**src/design/pbc_pkg.sv**
```systemverilog
// package: register map, field positions and reset values of the pin port block
package pbc_pkg;
   // register byte addresses on the AXI4-Lite bus
   localparam logic [7:0] PBC_OFF_PIN_LEVEL = 8'h00;
   localparam logic [7:0] PBC_OFF_LATCH = 8'h04;
   localparam logic [7:0] PBC_OFF_DIRECTION = 8'h08;
   localparam logic [7:0] PBC_OFF_PULLUP = 8'h0C;
   localparam logic [7:0] PBC_OFF_CHG_EN = 8'h10;
   localparam logic [7:0] PBC_OFF_ANALOG = 8'h14;
   localparam logic [7:0] PBC_OFF_IRQ_CTRL = 8'h18;
   localparam logic [7:0] PBC_OFF_IRQ_CTRL2 = 8'h1C;
   localparam logic [7:0] PBC_OFF_SERIAL_CFG = 8'h20;
   // implemented pins sit at bits 7..4 of each 8-bit port register
   localparam int PBC_PIN_LO = 4;
   localparam int PBC_NPIN = 4;
   // irq_control fields
   localparam int PBC_BIT_CHG_FLAG = 0;
   localparam int PBC_BIT_CHG_GEN = 3;
   // irq_control_second fields
   localparam int PBC_BIT_CHG_PRIO = 0;
   localparam int PBC_BIT_PU_GDIS = 7;
   // analog_select_high fields: channel 10 on bit 2, channel 11 on bit 3
   localparam int PBC_BIT_ANALOG_CHANNEL_10 = 2;
   localparam int PBC_BIT_ANALOG_CHANNEL_11 = 3;
   // serial_cfg fields
   localparam int PBC_BIT_SPI_EN = 0;
   localparam int PBC_BIT_I2C_EN = 1;
   localparam int PBC_BIT_US_EN = 2;
   localparam int PBC_BIT_US_SYNC = 3;
   localparam int PBC_BIT_US_MASTER = 4;
   // reset values
   localparam logic [3:0] PBC_RST_DIRECTION = 4'hF;
   localparam logic [3:0] PBC_RST_PULLUP = 4'hF;
   localparam logic [3:0] PBC_RST_CHG_EN = 4'h0;
   localparam logic [3:0] PBC_RST_LATCH = 4'h0;
   localparam logic [3:0] PBC_RST_ANALOG = 4'hF;
   localparam logic [7:0] PBC_RST_IRQ_CTRL2 = 8'h81;
   localparam logic [1:0] PBC_RESP_OKAY = 2'h0;
   localparam logic [1:0] PBC_RESP_SLVERR = 2'h2;
endpackage

```
**src/design/pbc_sync.sv**
```systemverilog
// two-flop synchroniser bank for pin inputs
`timescale 1ns/1ns
`default_nettype none
module pbc_sync #(
   parameter int W = 4
) (
   input wire logic clk,
   input wire logic nrst,
   input wire logic [W-1:0] d,
   output logic [W-1:0] q
);
   logic [W-1:0] meta;
   // ----------------------------------------
   // synchroniser chain
   // ----------------------------------------
   // first stage feeds only the second
   always_ff @(posedge clk or negedge nrst) begin
      if (!nrst) begin
         meta <= '0;
         q <= '0;
      end else begin
         meta <= d;
         q <= meta;
      end
   end
endmodule // pbc_sync
`default_nettype wire

```
**src/design/pbc_axil.sv**
```systemverilog
// AXI4-Lite slave front end: turns bus transfers into single-cycle strobes
`timescale 1ns/1ns
`default_nettype none
module pbc_axil (
   input wire logic clk,
   input wire logic nrst,
   input wire logic [7:0] s_awaddr,
   input wire logic s_awvalid,
   output logic s_awready,
   input wire logic [31:0] s_wdata,
   input wire logic [3:0] s_wstrb,
   input wire logic s_wvalid,
   output logic s_wready,
   output logic [1:0] s_bresp,
   output logic s_bvalid,
   input wire logic s_bready,
   input wire logic [7:0] s_araddr,
   input wire logic s_arvalid,
   output logic s_arready,
   output logic [31:0] s_rdata,
   output logic [1:0] s_rresp,
   output logic s_rvalid,
   input wire logic s_rready,
   output logic wr_stb,
   output logic [7:0] wr_addr,
   output logic [7:0] wr_data,
   input wire logic wr_err,
   output logic rd_stb,
   output logic [7:0] rd_addr,
   input wire logic [7:0] rd_data,
   input wire logic rd_err
);
   import pbc_pkg::*;
   logic aw_held;
   logic w_held;
   logic [7:0] aw_q;
   logic [7:0] w_q;
   logic wr_go;
   // accept each write channel once, while no response is pending
   assign s_awready = !aw_held && !s_bvalid;
   assign s_wready = !w_held && !s_bvalid;
   assign s_arready = !s_rvalid;
   assign wr_go = aw_held && w_held && !s_bvalid;
   assign wr_stb = wr_go;
   assign wr_addr = aw_q;
   assign wr_data = w_q;
   assign rd_stb = s_arvalid && s_arready;
   assign rd_addr = s_araddr;
   // ----------------------------------------
   // write path
   // ----------------------------------------
   always_ff @(posedge clk or negedge nrst) begin
      if (!nrst) begin
         aw_held <= 1'b0;
         w_held <= 1'b0;
         aw_q <= '0;
         w_q <= '0;
         s_bvalid <= 1'b0;
         s_bresp <= PBC_RESP_OKAY;
      end else begin
         if (s_awvalid && s_awready) begin
            aw_held <= 1'b1;
            aw_q <= s_awaddr;
         end
         if (s_wvalid && s_wready) begin
            w_held <= 1'b1;
            // only lane 0 carries register bits; a cleared strobe writes zero
            w_q <= s_wstrb[0] ? s_wdata[7:0] : 8'h00;
         end
         if (wr_go) begin
            aw_held <= 1'b0;
            w_held <= 1'b0;
            s_bvalid <= 1'b1;
            s_bresp <= wr_err ? PBC_RESP_SLVERR : PBC_RESP_OKAY;
         end else if (s_bvalid && s_bready) begin
            s_bvalid <= 1'b0;
         end
      end
   end
   // ----------------------------------------
   // read path
   // ----------------------------------------
   always_ff @(posedge clk or negedge nrst) begin
      if (!nrst) begin
         s_rvalid <= 1'b0;
         s_rdata <= '0;
         s_rresp <= PBC_RESP_OKAY;
      end else if (rd_stb) begin
         s_rvalid <= 1'b1;
         s_rdata <= {24'h000000, rd_data};
         s_rresp <= rd_err ? PBC_RESP_SLVERR : PBC_RESP_OKAY;
      end else if (s_rvalid && s_rready) begin
         s_rvalid <= 1'b0;
      end
   end
endmodule // pbc_axil
`default_nettype wire

```
**src/design/pbc_port.sv**
```systemverilog
// four-pin bidirectional port with change detection and serial-unit hand-over
//
// How it works
// - change enable bits 7..4 switch change detection per pin
// - change enable resets to zero; low four bits ignore writes, read zero
// - direction zero drives the pin from the output latch
// - direction one releases the pin; reads give level; pull-up allowed
// - inputs pins 4 and 5 serve analog channels 10 and 11
// - input pin 4 feeds the SPI data input
// - in I2C pin 4 is SDA, pin 6 SCL, drive from serial unit
// - input pin 5 feeds USART asynchronous receive
// - synchronous USART data output overrides the latch on pin 5
// - SPI clock on pin 6 follows the direction bit
// - asynchronous USART transmit drives pin 7 despite input direction
// - synchronous mode: pin 7 is USART clock, out as master, in as slave
// - port, latch, direction, pull-up implement bits 7..4; rest read zero
// - enabled input pins compare with last-read value; mismatch sets flag
// - global change enable gates every per-pin change interrupt
// - port access ends mismatch; last-read latch survives soft resets
// - pull-up needs enable bit, global disable clear, input direction
`timescale 1ns/1ns
`default_nettype none
module pbc_port (
   input wire logic clk,
   input wire logic nrst,
   input wire logic por_nrst,
   input wire logic [7:0] s_awaddr,
   input wire logic s_awvalid,
   output logic s_awready,
   input wire logic [31:0] s_wdata,
   input wire logic [3:0] s_wstrb,
   input wire logic s_wvalid,
   output logic s_wready,
   output logic [1:0] s_bresp,
   output logic s_bvalid,
   input wire logic s_bready,
   input wire logic [7:0] s_araddr,
   input wire logic s_arvalid,
   output logic s_arready,
   output logic [31:0] s_rdata,
   output logic [1:0] s_rresp,
   output logic s_rvalid,
   input wire logic s_rready,
   input wire logic [pbc_pkg::PBC_NPIN-1:0] pin_in,
   output logic [pbc_pkg::PBC_NPIN-1:0] pin_out,
   output logic [pbc_pkg::PBC_NPIN-1:0] pin_oe,
   output logic [pbc_pkg::PBC_NPIN-1:0] pin_pullup,
   output logic [pbc_pkg::PBC_NPIN-1:0] pin_analog,
   output logic [pbc_pkg::PBC_NPIN-1:0] pin_schmitt,
   input wire logic [pbc_pkg::PBC_NPIN-1:0] ser_ovr,
   input wire logic [pbc_pkg::PBC_NPIN-1:0] ser_out,
   input wire logic [pbc_pkg::PBC_NPIN-1:0] ser_oe,
   output logic [pbc_pkg::PBC_NPIN-1:0] ser_in,
   output logic spi_sdi,
   output logic usart_rx,
   output logic usart_ck_in,
   output logic change_irq_flag,
   output logic change_irq,
   output logic change_irq_priority
);
   import pbc_pkg::*;
   localparam int N = PBC_NPIN;
   // pin index within the 4-pin slice
   localparam int P4 = 0;
   localparam int P5 = 1;
   localparam int P6 = 2;
   localparam int P7 = 3;

   logic wr_stb;
   logic [7:0] wr_addr;
   logic [7:0] wr_data;
   logic wr_err;
   logic rd_stb;
   logic [7:0] rd_addr;
   logic [7:0] rd_data;
   logic rd_err;
   logic [N-1:0] pin_sync;
   logic [N-1:0] pin_output_latch;
   logic [N-1:0] pin_direction;
   logic [N-1:0] pin_pullup_enable;
   logic [N-1:0] change_irq_enable;
   logic [3:0] analog_select_high;
   logic [7:0] irq_control_second;
   logic [4:0] serial_cfg;
   logic change_irq_global_enable;
   logic irq_control_global;
   logic [N-1:0] last_read;
   logic [N-1:0] digital_in;
   logic [N-1:0] mismatch;
   logic [N-1:0] drive_val;
   logic [N-1:0] drive_en;
   logic [N-1:0] an_sel;
   logic port_touch;
   logic flag_clear;
   logic spi_en;
   logic i2c_en;
   logic us_en;
   logic us_sync;
   logic us_master;

   // ----------------------------------------
   // bus front end and pin synchronisers
   // ----------------------------------------
   pbc_axil u_axil (
      .clk(clk),
      .nrst(nrst),
      .s_awaddr(s_awaddr),
      .s_awvalid(s_awvalid),
      .s_awready(s_awready),
      .s_wdata(s_wdata),
      .s_wstrb(s_wstrb),
      .s_wvalid(s_wvalid),
      .s_wready(s_wready),
      .s_bresp(s_bresp),
      .s_bvalid(s_bvalid),
      .s_bready(s_bready),
      .s_araddr(s_araddr),
      .s_arvalid(s_arvalid),
      .s_arready(s_arready),
      .s_rdata(s_rdata),
      .s_rresp(s_rresp),
      .s_rvalid(s_rvalid),
      .s_rready(s_rready),
      .wr_stb(wr_stb),
      .wr_addr(wr_addr),
      .wr_data(wr_data),
      .wr_err(wr_err),
      .rd_stb(rd_stb),
      .rd_addr(rd_addr),
      .rd_data(rd_data),
      .rd_err(rd_err)
   );

   pbc_sync #(.W(N)) u_sync (
      .clk(clk),
      .nrst(nrst),
      .d(pin_in),
      .q(pin_sync)
   );

   // ----------------------------------------
   // configuration decode
   // ----------------------------------------
   assign spi_en = serial_cfg[PBC_BIT_SPI_EN];
   assign i2c_en = serial_cfg[PBC_BIT_I2C_EN];
   assign us_en = serial_cfg[PBC_BIT_US_EN];
   assign us_sync = serial_cfg[PBC_BIT_US_SYNC];
   assign us_master = serial_cfg[PBC_BIT_US_MASTER];
   assign change_irq_global_enable = irq_control_global;
   assign change_irq_priority = irq_control_second[PBC_BIT_CHG_PRIO];
   // analog selection only takes effect on input pins 4 and 5
   assign an_sel = {2'b00, analog_select_high[PBC_BIT_ANALOG_CHANNEL_11], analog_select_high[PBC_BIT_ANALOG_CHANNEL_10]}
      & pin_direction;

   // ----------------------------------------
   // software registers, one word each
   // ----------------------------------------
   always_ff @(posedge clk or negedge nrst) begin
      if (!nrst) begin
         pin_direction <= PBC_RST_DIRECTION;
         change_irq_enable <= PBC_RST_CHG_EN;
         analog_select_high <= PBC_RST_ANALOG;
         irq_control_global <= 1'b0;
         irq_control_second <= PBC_RST_IRQ_CTRL2;
         serial_cfg <= '0;
         pin_output_latch <= PBC_RST_LATCH;
      end else if (wr_stb) begin
         case (wr_addr)
            // both the level and latch addresses write the output latch
            PBC_OFF_PIN_LEVEL: pin_output_latch <= wr_data[7:PBC_PIN_LO];
            PBC_OFF_LATCH: pin_output_latch <= wr_data[7:PBC_PIN_LO];
            PBC_OFF_DIRECTION: pin_direction <= wr_data[7:PBC_PIN_LO];
            PBC_OFF_CHG_EN: change_irq_enable <= wr_data[7:PBC_PIN_LO];
            PBC_OFF_ANALOG: analog_select_high <= wr_data[3:0];
            PBC_OFF_IRQ_CTRL: irq_control_global <= wr_data[PBC_BIT_CHG_GEN];
            PBC_OFF_IRQ_CTRL2: irq_control_second <= wr_data & 8'h85;
            PBC_OFF_SERIAL_CFG: serial_cfg <= wr_data[4:0];
            default: ;
         endcase
      end
   end

   // pull-up enables reset on power-on only
   always_ff @(posedge clk or negedge por_nrst) begin
      if (!por_nrst) begin
         pin_pullup_enable <= PBC_RST_PULLUP;
      end else if (wr_stb && wr_addr == PBC_OFF_PULLUP) begin
         pin_pullup_enable <= wr_data[7:PBC_PIN_LO];
      end
   end

   // decode misses answer with an error; the low two bits of each register address are zero
   assign wr_err = !(wr_addr <= PBC_OFF_SERIAL_CFG && wr_addr[1:0] == 2'b00);
   assign rd_err = !(rd_addr <= PBC_OFF_SERIAL_CFG && rd_addr[1:0] == 2'b00);

   // ----------------------------------------
   // digital input path
   // ----------------------------------------
   // analog pins read zero and never feed digital logic
   assign digital_in = pin_sync & ~an_sel;
   assign ser_in = digital_in;
   assign spi_sdi = digital_in[P4] & pin_direction[P4];
   assign usart_rx = digital_in[P5] & pin_direction[P5];
   assign usart_ck_in = digital_in[P7];

   // ----------------------------------------
   // read mux
   // ----------------------------------------
   always_comb begin
      case (rd_addr)
         PBC_OFF_PIN_LEVEL: rd_data = {digital_in, 4'h0};
         PBC_OFF_LATCH: rd_data = {pin_output_latch, 4'h0};
         PBC_OFF_DIRECTION: rd_data = {pin_direction, 4'h0};
         PBC_OFF_PULLUP: rd_data = {pin_pullup_enable, 4'h0};
         PBC_OFF_CHG_EN: rd_data = {change_irq_enable, 4'h0};
         PBC_OFF_ANALOG: rd_data = {4'h0, analog_select_high};
         PBC_OFF_IRQ_CTRL: rd_data = {4'h0, irq_control_global, 2'b00, change_irq_flag};
         PBC_OFF_IRQ_CTRL2: rd_data = irq_control_second;
         PBC_OFF_SERIAL_CFG: rd_data = {3'b000, serial_cfg};
         default: rd_data = 8'h00;
      endcase
   end

   // ----------------------------------------
   // change detection
   // ----------------------------------------
   assign port_touch = (rd_stb && rd_addr == PBC_OFF_PIN_LEVEL)
      || (wr_stb && wr_addr == PBC_OFF_PIN_LEVEL);

   // the last-read copy lives on power-on reset only so soft resets keep it
   always_ff @(posedge clk or negedge por_nrst) begin
      if (!por_nrst) begin
         last_read <= '0;
      end else if (port_touch) begin
         last_read <= digital_in;
      end
   end

   // only enabled, digital input pins can mismatch
   assign mismatch = (digital_in ^ last_read) & change_irq_enable & pin_direction
      & ~an_sel;

   assign flag_clear = wr_stb && wr_addr == PBC_OFF_IRQ_CTRL && !wr_data[PBC_BIT_CHG_FLAG];

   // set beats clear: a standing mismatch keeps the flag raised through a clear write
   always_ff @(posedge clk or negedge nrst) begin
      if (!nrst) begin
         change_irq_flag <= 1'b0;
      end else if (|mismatch) begin
         change_irq_flag <= 1'b1;
      end else if (flag_clear) begin
         change_irq_flag <= 1'b0;
      end
   end

   assign change_irq = change_irq_flag & change_irq_global_enable;

   // ----------------------------------------
   // pin drive selection
   // ----------------------------------------
   always_comb begin
      // plain port: latch value while direction is output
      drive_val = pin_output_latch;
      drive_en = ~pin_direction;
      // generic override from the serial units
      for (int i = 0; i < N; i++) begin
         if (ser_ovr[i]) begin
            drive_val[i] = ser_out[i];
            drive_en[i] = ser_oe[i];
         end
      end
      // I2C: serial unit owns drive on data and clock pins
      if (i2c_en) begin
         drive_val[P4] = ser_out[P4];
         drive_en[P4] = ser_oe[P4];
         drive_val[P6] = ser_out[P6];
         drive_en[P6] = ser_oe[P6];
      end else if (spi_en) begin
         drive_val[P6] = ser_out[P6];
         drive_en[P6] = ~pin_direction[P6];
      end
      if (us_en) begin
         if (us_sync) begin
            // synchronous data output beats the port latch
            drive_val[P5] = ser_out[P5];
            drive_en[P5] = ser_oe[P5];
            drive_val[P7] = ser_out[P7];
            drive_en[P7] = us_master;
         end else begin
            drive_val[P7] = ser_out[P7];
            drive_en[P7] = 1'b1;
         end
      end
      // analog pins are never driven
      drive_en = drive_en & ~an_sel;
   end

   // ----------------------------------------
   // registered pin outputs
   // ----------------------------------------
   always_ff @(posedge clk or negedge nrst) begin
      if (!nrst) begin
         pin_out <= '0;
         pin_oe <= '0;
         pin_pullup <= '0;
         pin_analog <= '0;
         pin_schmitt <= '0;
      end else begin
         pin_out <= drive_val;
         pin_oe <= drive_en;
         // pull-up only on undriven input pins with global disable clear
         pin_pullup <= pin_pullup_enable & pin_direction & ~drive_en
            & {N{!irq_control_second[PBC_BIT_PU_GDIS]}};
         pin_analog <= an_sel;
         // serial inputs use Schmitt buffers, plain port uses TTL
         pin_schmitt <= {us_en, spi_en | i2c_en, us_en, spi_en | i2c_en};
      end
   end
endmodule // pbc_port
`default_nettype wire

```
**config.mk**
```make
export PLATFORM = sky130hd
export DESIGN_NAME = pbc_port
export DESIGN_NICKNAME = d
export VERILOG_FILES = /design/src/design/pbc_pkg.sv /design/src/design/pbc_sync.sv /design/src/design/pbc_axil.sv /design/src/design/pbc_port.sv
export SDC_FILE = /design/constraint.sdc
export NUM_CORES = 1
export LEC_CHECK = 0
export ABC_AREA = 1
export BUFFER_PORTS_ARGS = -buffer_cell sky130_fd_sc_hd__buf_2
export CELL_PAD_IN_SITES_DETAIL_PLACEMENT = 0
export CELL_PAD_IN_SITES_GLOBAL_PLACEMENT = 1
export CORE_MARGIN = 4
export CORE_UTILIZATION = 30
export CTS_BUF_LIST = sky130_fd_sc_hd__clkbuf_4 sky130_fd_sc_hd__clkbuf_8 sky130_fd_sc_hd__clkbuf_16
export CTS_CLUSTER_SIZE = 28
export DETAILED_ROUTE_END_ITERATION = 7
export GPL_TIMING_DRIVEN = 0
export PLACE_DENSITY = 0.73
export SLEW_MARGIN = 20
export SYNTH_ARGS = -nofsm -noshare
export SYNTH_HDL_FRONTEND = slang
export SYNTH_SLANG_ARGS = --single-unit
```
**constraint.sdc**
```tcl
create_clock -name clk -period 1.3 [get_ports clk]
set_clock_uncertainty 0.1 [all_clocks]
set_input_delay 0.26 -clock clk [delete_from_list [all_inputs] [get_ports clk]]
set_output_delay 0.26 -clock clk [all_outputs]
set_load 0.05 [all_outputs]
```
==> impl_metrics.yaml <==
synthesis:
  synth_flop_cell: "dfrtp_1"
  syn-instance-count: 475
  synth_area_leader_cell: "dfrtp_1"
  synth_seq_cells: 88
  avgSynthCellArea_um2: 8.66
  synth_area_leaders: "dfrtp_1 45%, nand2_1 11%, dfstp_2 8.9%"
  syn-cell-area_um2: 4110
  yosysMostFrequentCell: "nand2_1"
  yosysTopAreaCellShare_pct: 45.0
  synth.cells.most_frequent: "117 x nand2_1, 74 x dfrtp_1, 46 x inv_1"
  synth_seq_area_share_pct: 54.0
  ys_types: 30
  synthArstFlopShare_pct: 100
  synth_edf_count: 0
  yosysWarnings: 0
timing:
  clock.fmax_mhz: 611
  fin_ws_ns: -0.336
  finalHoldViolCount: 0
  slew_viol_final: 0
  fin_crit_ns: 1.64
  finalSetupViolCount: 51
  period_share_pct: 126
  rsz0062_at_grt: "yes"
worst_setup_path:
  crit_path_start_kind: "register"
  cp_max_fo: 3
  crit_required_ns: 0.94
  end_kind: "output pin"
  path_class: "register to output pin"
  cp.arrival_ns: 1.28
  ff2ff_path_depth: 8
  reg2reg_from: "u_axil.wr_addr[6]$_DFFE_PN0P_"
  cp-startpoint: "pin_direction[1]$_DFFE_PN1P_"
route:
  drt_iter0_drc: 131
  drt-wirelength-per-cell_um: 14.0
  drc: 0
  postRouteAntennaNets: 0
  firstDrtPassIters: 4
  wl_mm: 11.5
  drt-vias-per-instance: 4.35
  num_vias: 3593
worst_hold_path:
  hp-start: "ser_out[2]"
  whs_path_depth: 3
  hp-class: "input port to register"
clock_network:
  clkSinkCount: 88
  clk_pin_slew_ns: 0.06
  numCtsBuffers: 9
  htree_levels: 3
  clk_latency_ns: 0.35
  cts_buffer_depth: 2
  cts_root_buf: "clkbuf_16"
  cts_tree: "built"
die:
  core_area_um2: 13300
  die_h_um: 125
  initial_core_util_pct: 30.8
  die-width_um: 125
  num_rows: 42
  dieArea_um2: 15600
  io_pins: 147
place:
  port_buffers: 90
  gp_congestion: 0.807
  dp_hpwl_mm: 8.27
  place_area_um2: 5070
  place_ws_ns: -0.281
status:
  violations: "setup timing"
  status: "finished, violations left"
cells_and_area:
  fillCellCount: 1297
  area_growth_pct: 54.5
  layout.nets: 721
  final_core_util_pct: 47.6
  layout-drive-gt1-share_pct: 48.2
  postLayoutCellArea_um2: 6350
  insertedDiodeCount: 0
job:
  maxCapViolCount: 0
grt:
  grt_max_degree: 54
  grt.total_usage_pct: 14.6
  grt_pass1_wl_mm: 18.1
  antenna_found_initial: 0
  gr-total-overflow: 0
  grt_pass1_vias: 3584
pwr:
  p_leak_uw: 0.00315
  ir_worst_vdd_uv: 1470
  p_per_area_nw_per_um2: 1490
[timing repair]
action,4_1_cts,5_1_grt
resized for setup,104,87
hold buffers,8,0
setup endpoints to repair,71,99
pin swaps,24,25
cloned,0,3
setup buffers,25,8
hold endpoints to repair,41,0
[critical path, cell delays in order, from the launching register on]
cell	delay, ns
dfstp_2	0.58
nand2_4	0.07
nand2_4	0.09
inv_4	0.05
buf_8	0.14
[flip-flops by register name, summed over array words and instances, names as in the netlist, 2 cells and up]
| name | count |
|---|---|
| u_axil.s_rdata | 8 |
| u_axil.wr_addr | 8 |
| u_axil.wr_data | 8 |
| serial_cfg | 5 |
| analog_select_high | 4 |
| change_irq_enable | 4 |
| last_read | 4 |
| pin_direction | 4 |
| pin_oe | 4 |
| pin_out | 4 |
| pin_output_latch | 4 |
| pin_pullup | 4 |
| pin_pullup_enable | 4 |
| u_sync.meta | 4 |
| u_sync.q | 4 |
| irq_control_second | 3 |
| pin_analog | 2 |
| pin_schmitt | 2 |
[layout make-up]
| class | instances | area [um^2] | share of cell area [%] |
|---|---|---|---|
| Buffer | 37 | 305 | 4.81 |
| Clock inverter | 6 | 91.3 | 1.44 |
| Tap cell | 176 | 220 | 3.47 |
| Timing Repair Buffer | 132 | 1140 | 17.9 |
| Sequential cell | 88 | 2230 | 35.1 |
| Multi-Input combinational cell | 325 | 1910 | 30.1 |
| Clock buffer | 10 | 233 | 3.66 |
| Inverter | 52 | 224 | 3.53 |
[metrics by stage]
stage / TNS [ns] / cells / hold slack (ns) / power [uW]
finish: -7.73 / 826 / 0.0413 / 9480
global route: -11.61 / 826 / 0.0425 / 9970
CTS: -5.53 / 817 / 0.0302 / 9100
detailed placement: -6.64 / 769 / 0.0104 / 5720
global placement: -59.04 / 768 / 0.00897 / 5650
floorplan: -9.36 / 502 / -0.136 / 5140
[cell usage in the layout, fill, tap and decap left out, drive strengths merged]
cell type and count:
nor2 45, bufinv 2, nand2 128, clkinvlp 1
nor3 3, dlygate4sd3 8, or2 1, xor2 1
mux2 5, o211ai 2, clkinv 3, a31oi 1
inv 52, mux2i 1, o22ai 1, dfstp 14
conb 28, buf 155, a21oi 12, clkbuf 16
nand3 45, nand4 1, dfrtp 74, xnor2 1
o21ai 50
[worst paths after layout]
kind / to / slack (ns)
max: ser_in[1] / -0.34
max in group asynchronous: analog_select_high[1]$_DFFE_PN1P_ / 0.20
min reg2reg: u_sync.q[2]$_DFF_PN0_ / 0.24
min in group asynchronous: last_read[1]$_DFFE_PN0P_ / 0.20
max reg2reg: pin_output_latch[0]$_DFFE_PN0P_ / -0.26
min: pin_out[2]$_DFF_PN0_ / 0.04
[kinds of logic (layout without fill, tap and decap cells)]
group	count (synthesis)	count (layout)	share of synthesized area, %
AND/OR/NAND/NOR	222	223	24.2
buffers and inverters	90	237	11.5
flip-flops	88	88	54.0
AO/OA/AOI/OAI	66	66	8.21
multiplexers	6	6	1.61
XOR/XNOR	2	2	0.426
other	1	28	0.0912
[report_power, final]
part / total (uW) / internal (uW) / switching (uW)
registers: 3460 / 3150 / 318
clock network: 2830 / 1720 / 1110
logic: 3190 / 1250 / 1940
total: 9480 / 6110 / 3370
[metal layers]
metal	global-route usage, %	wire length [um]	up-vias
met1	18.3	4990	1671
li1	-	-	1806
met2	24.2	5680	99
met4	4.78	211	0
met5	0	0	-
met3	4.43	650	17
(Power assumes the default switching activity.)
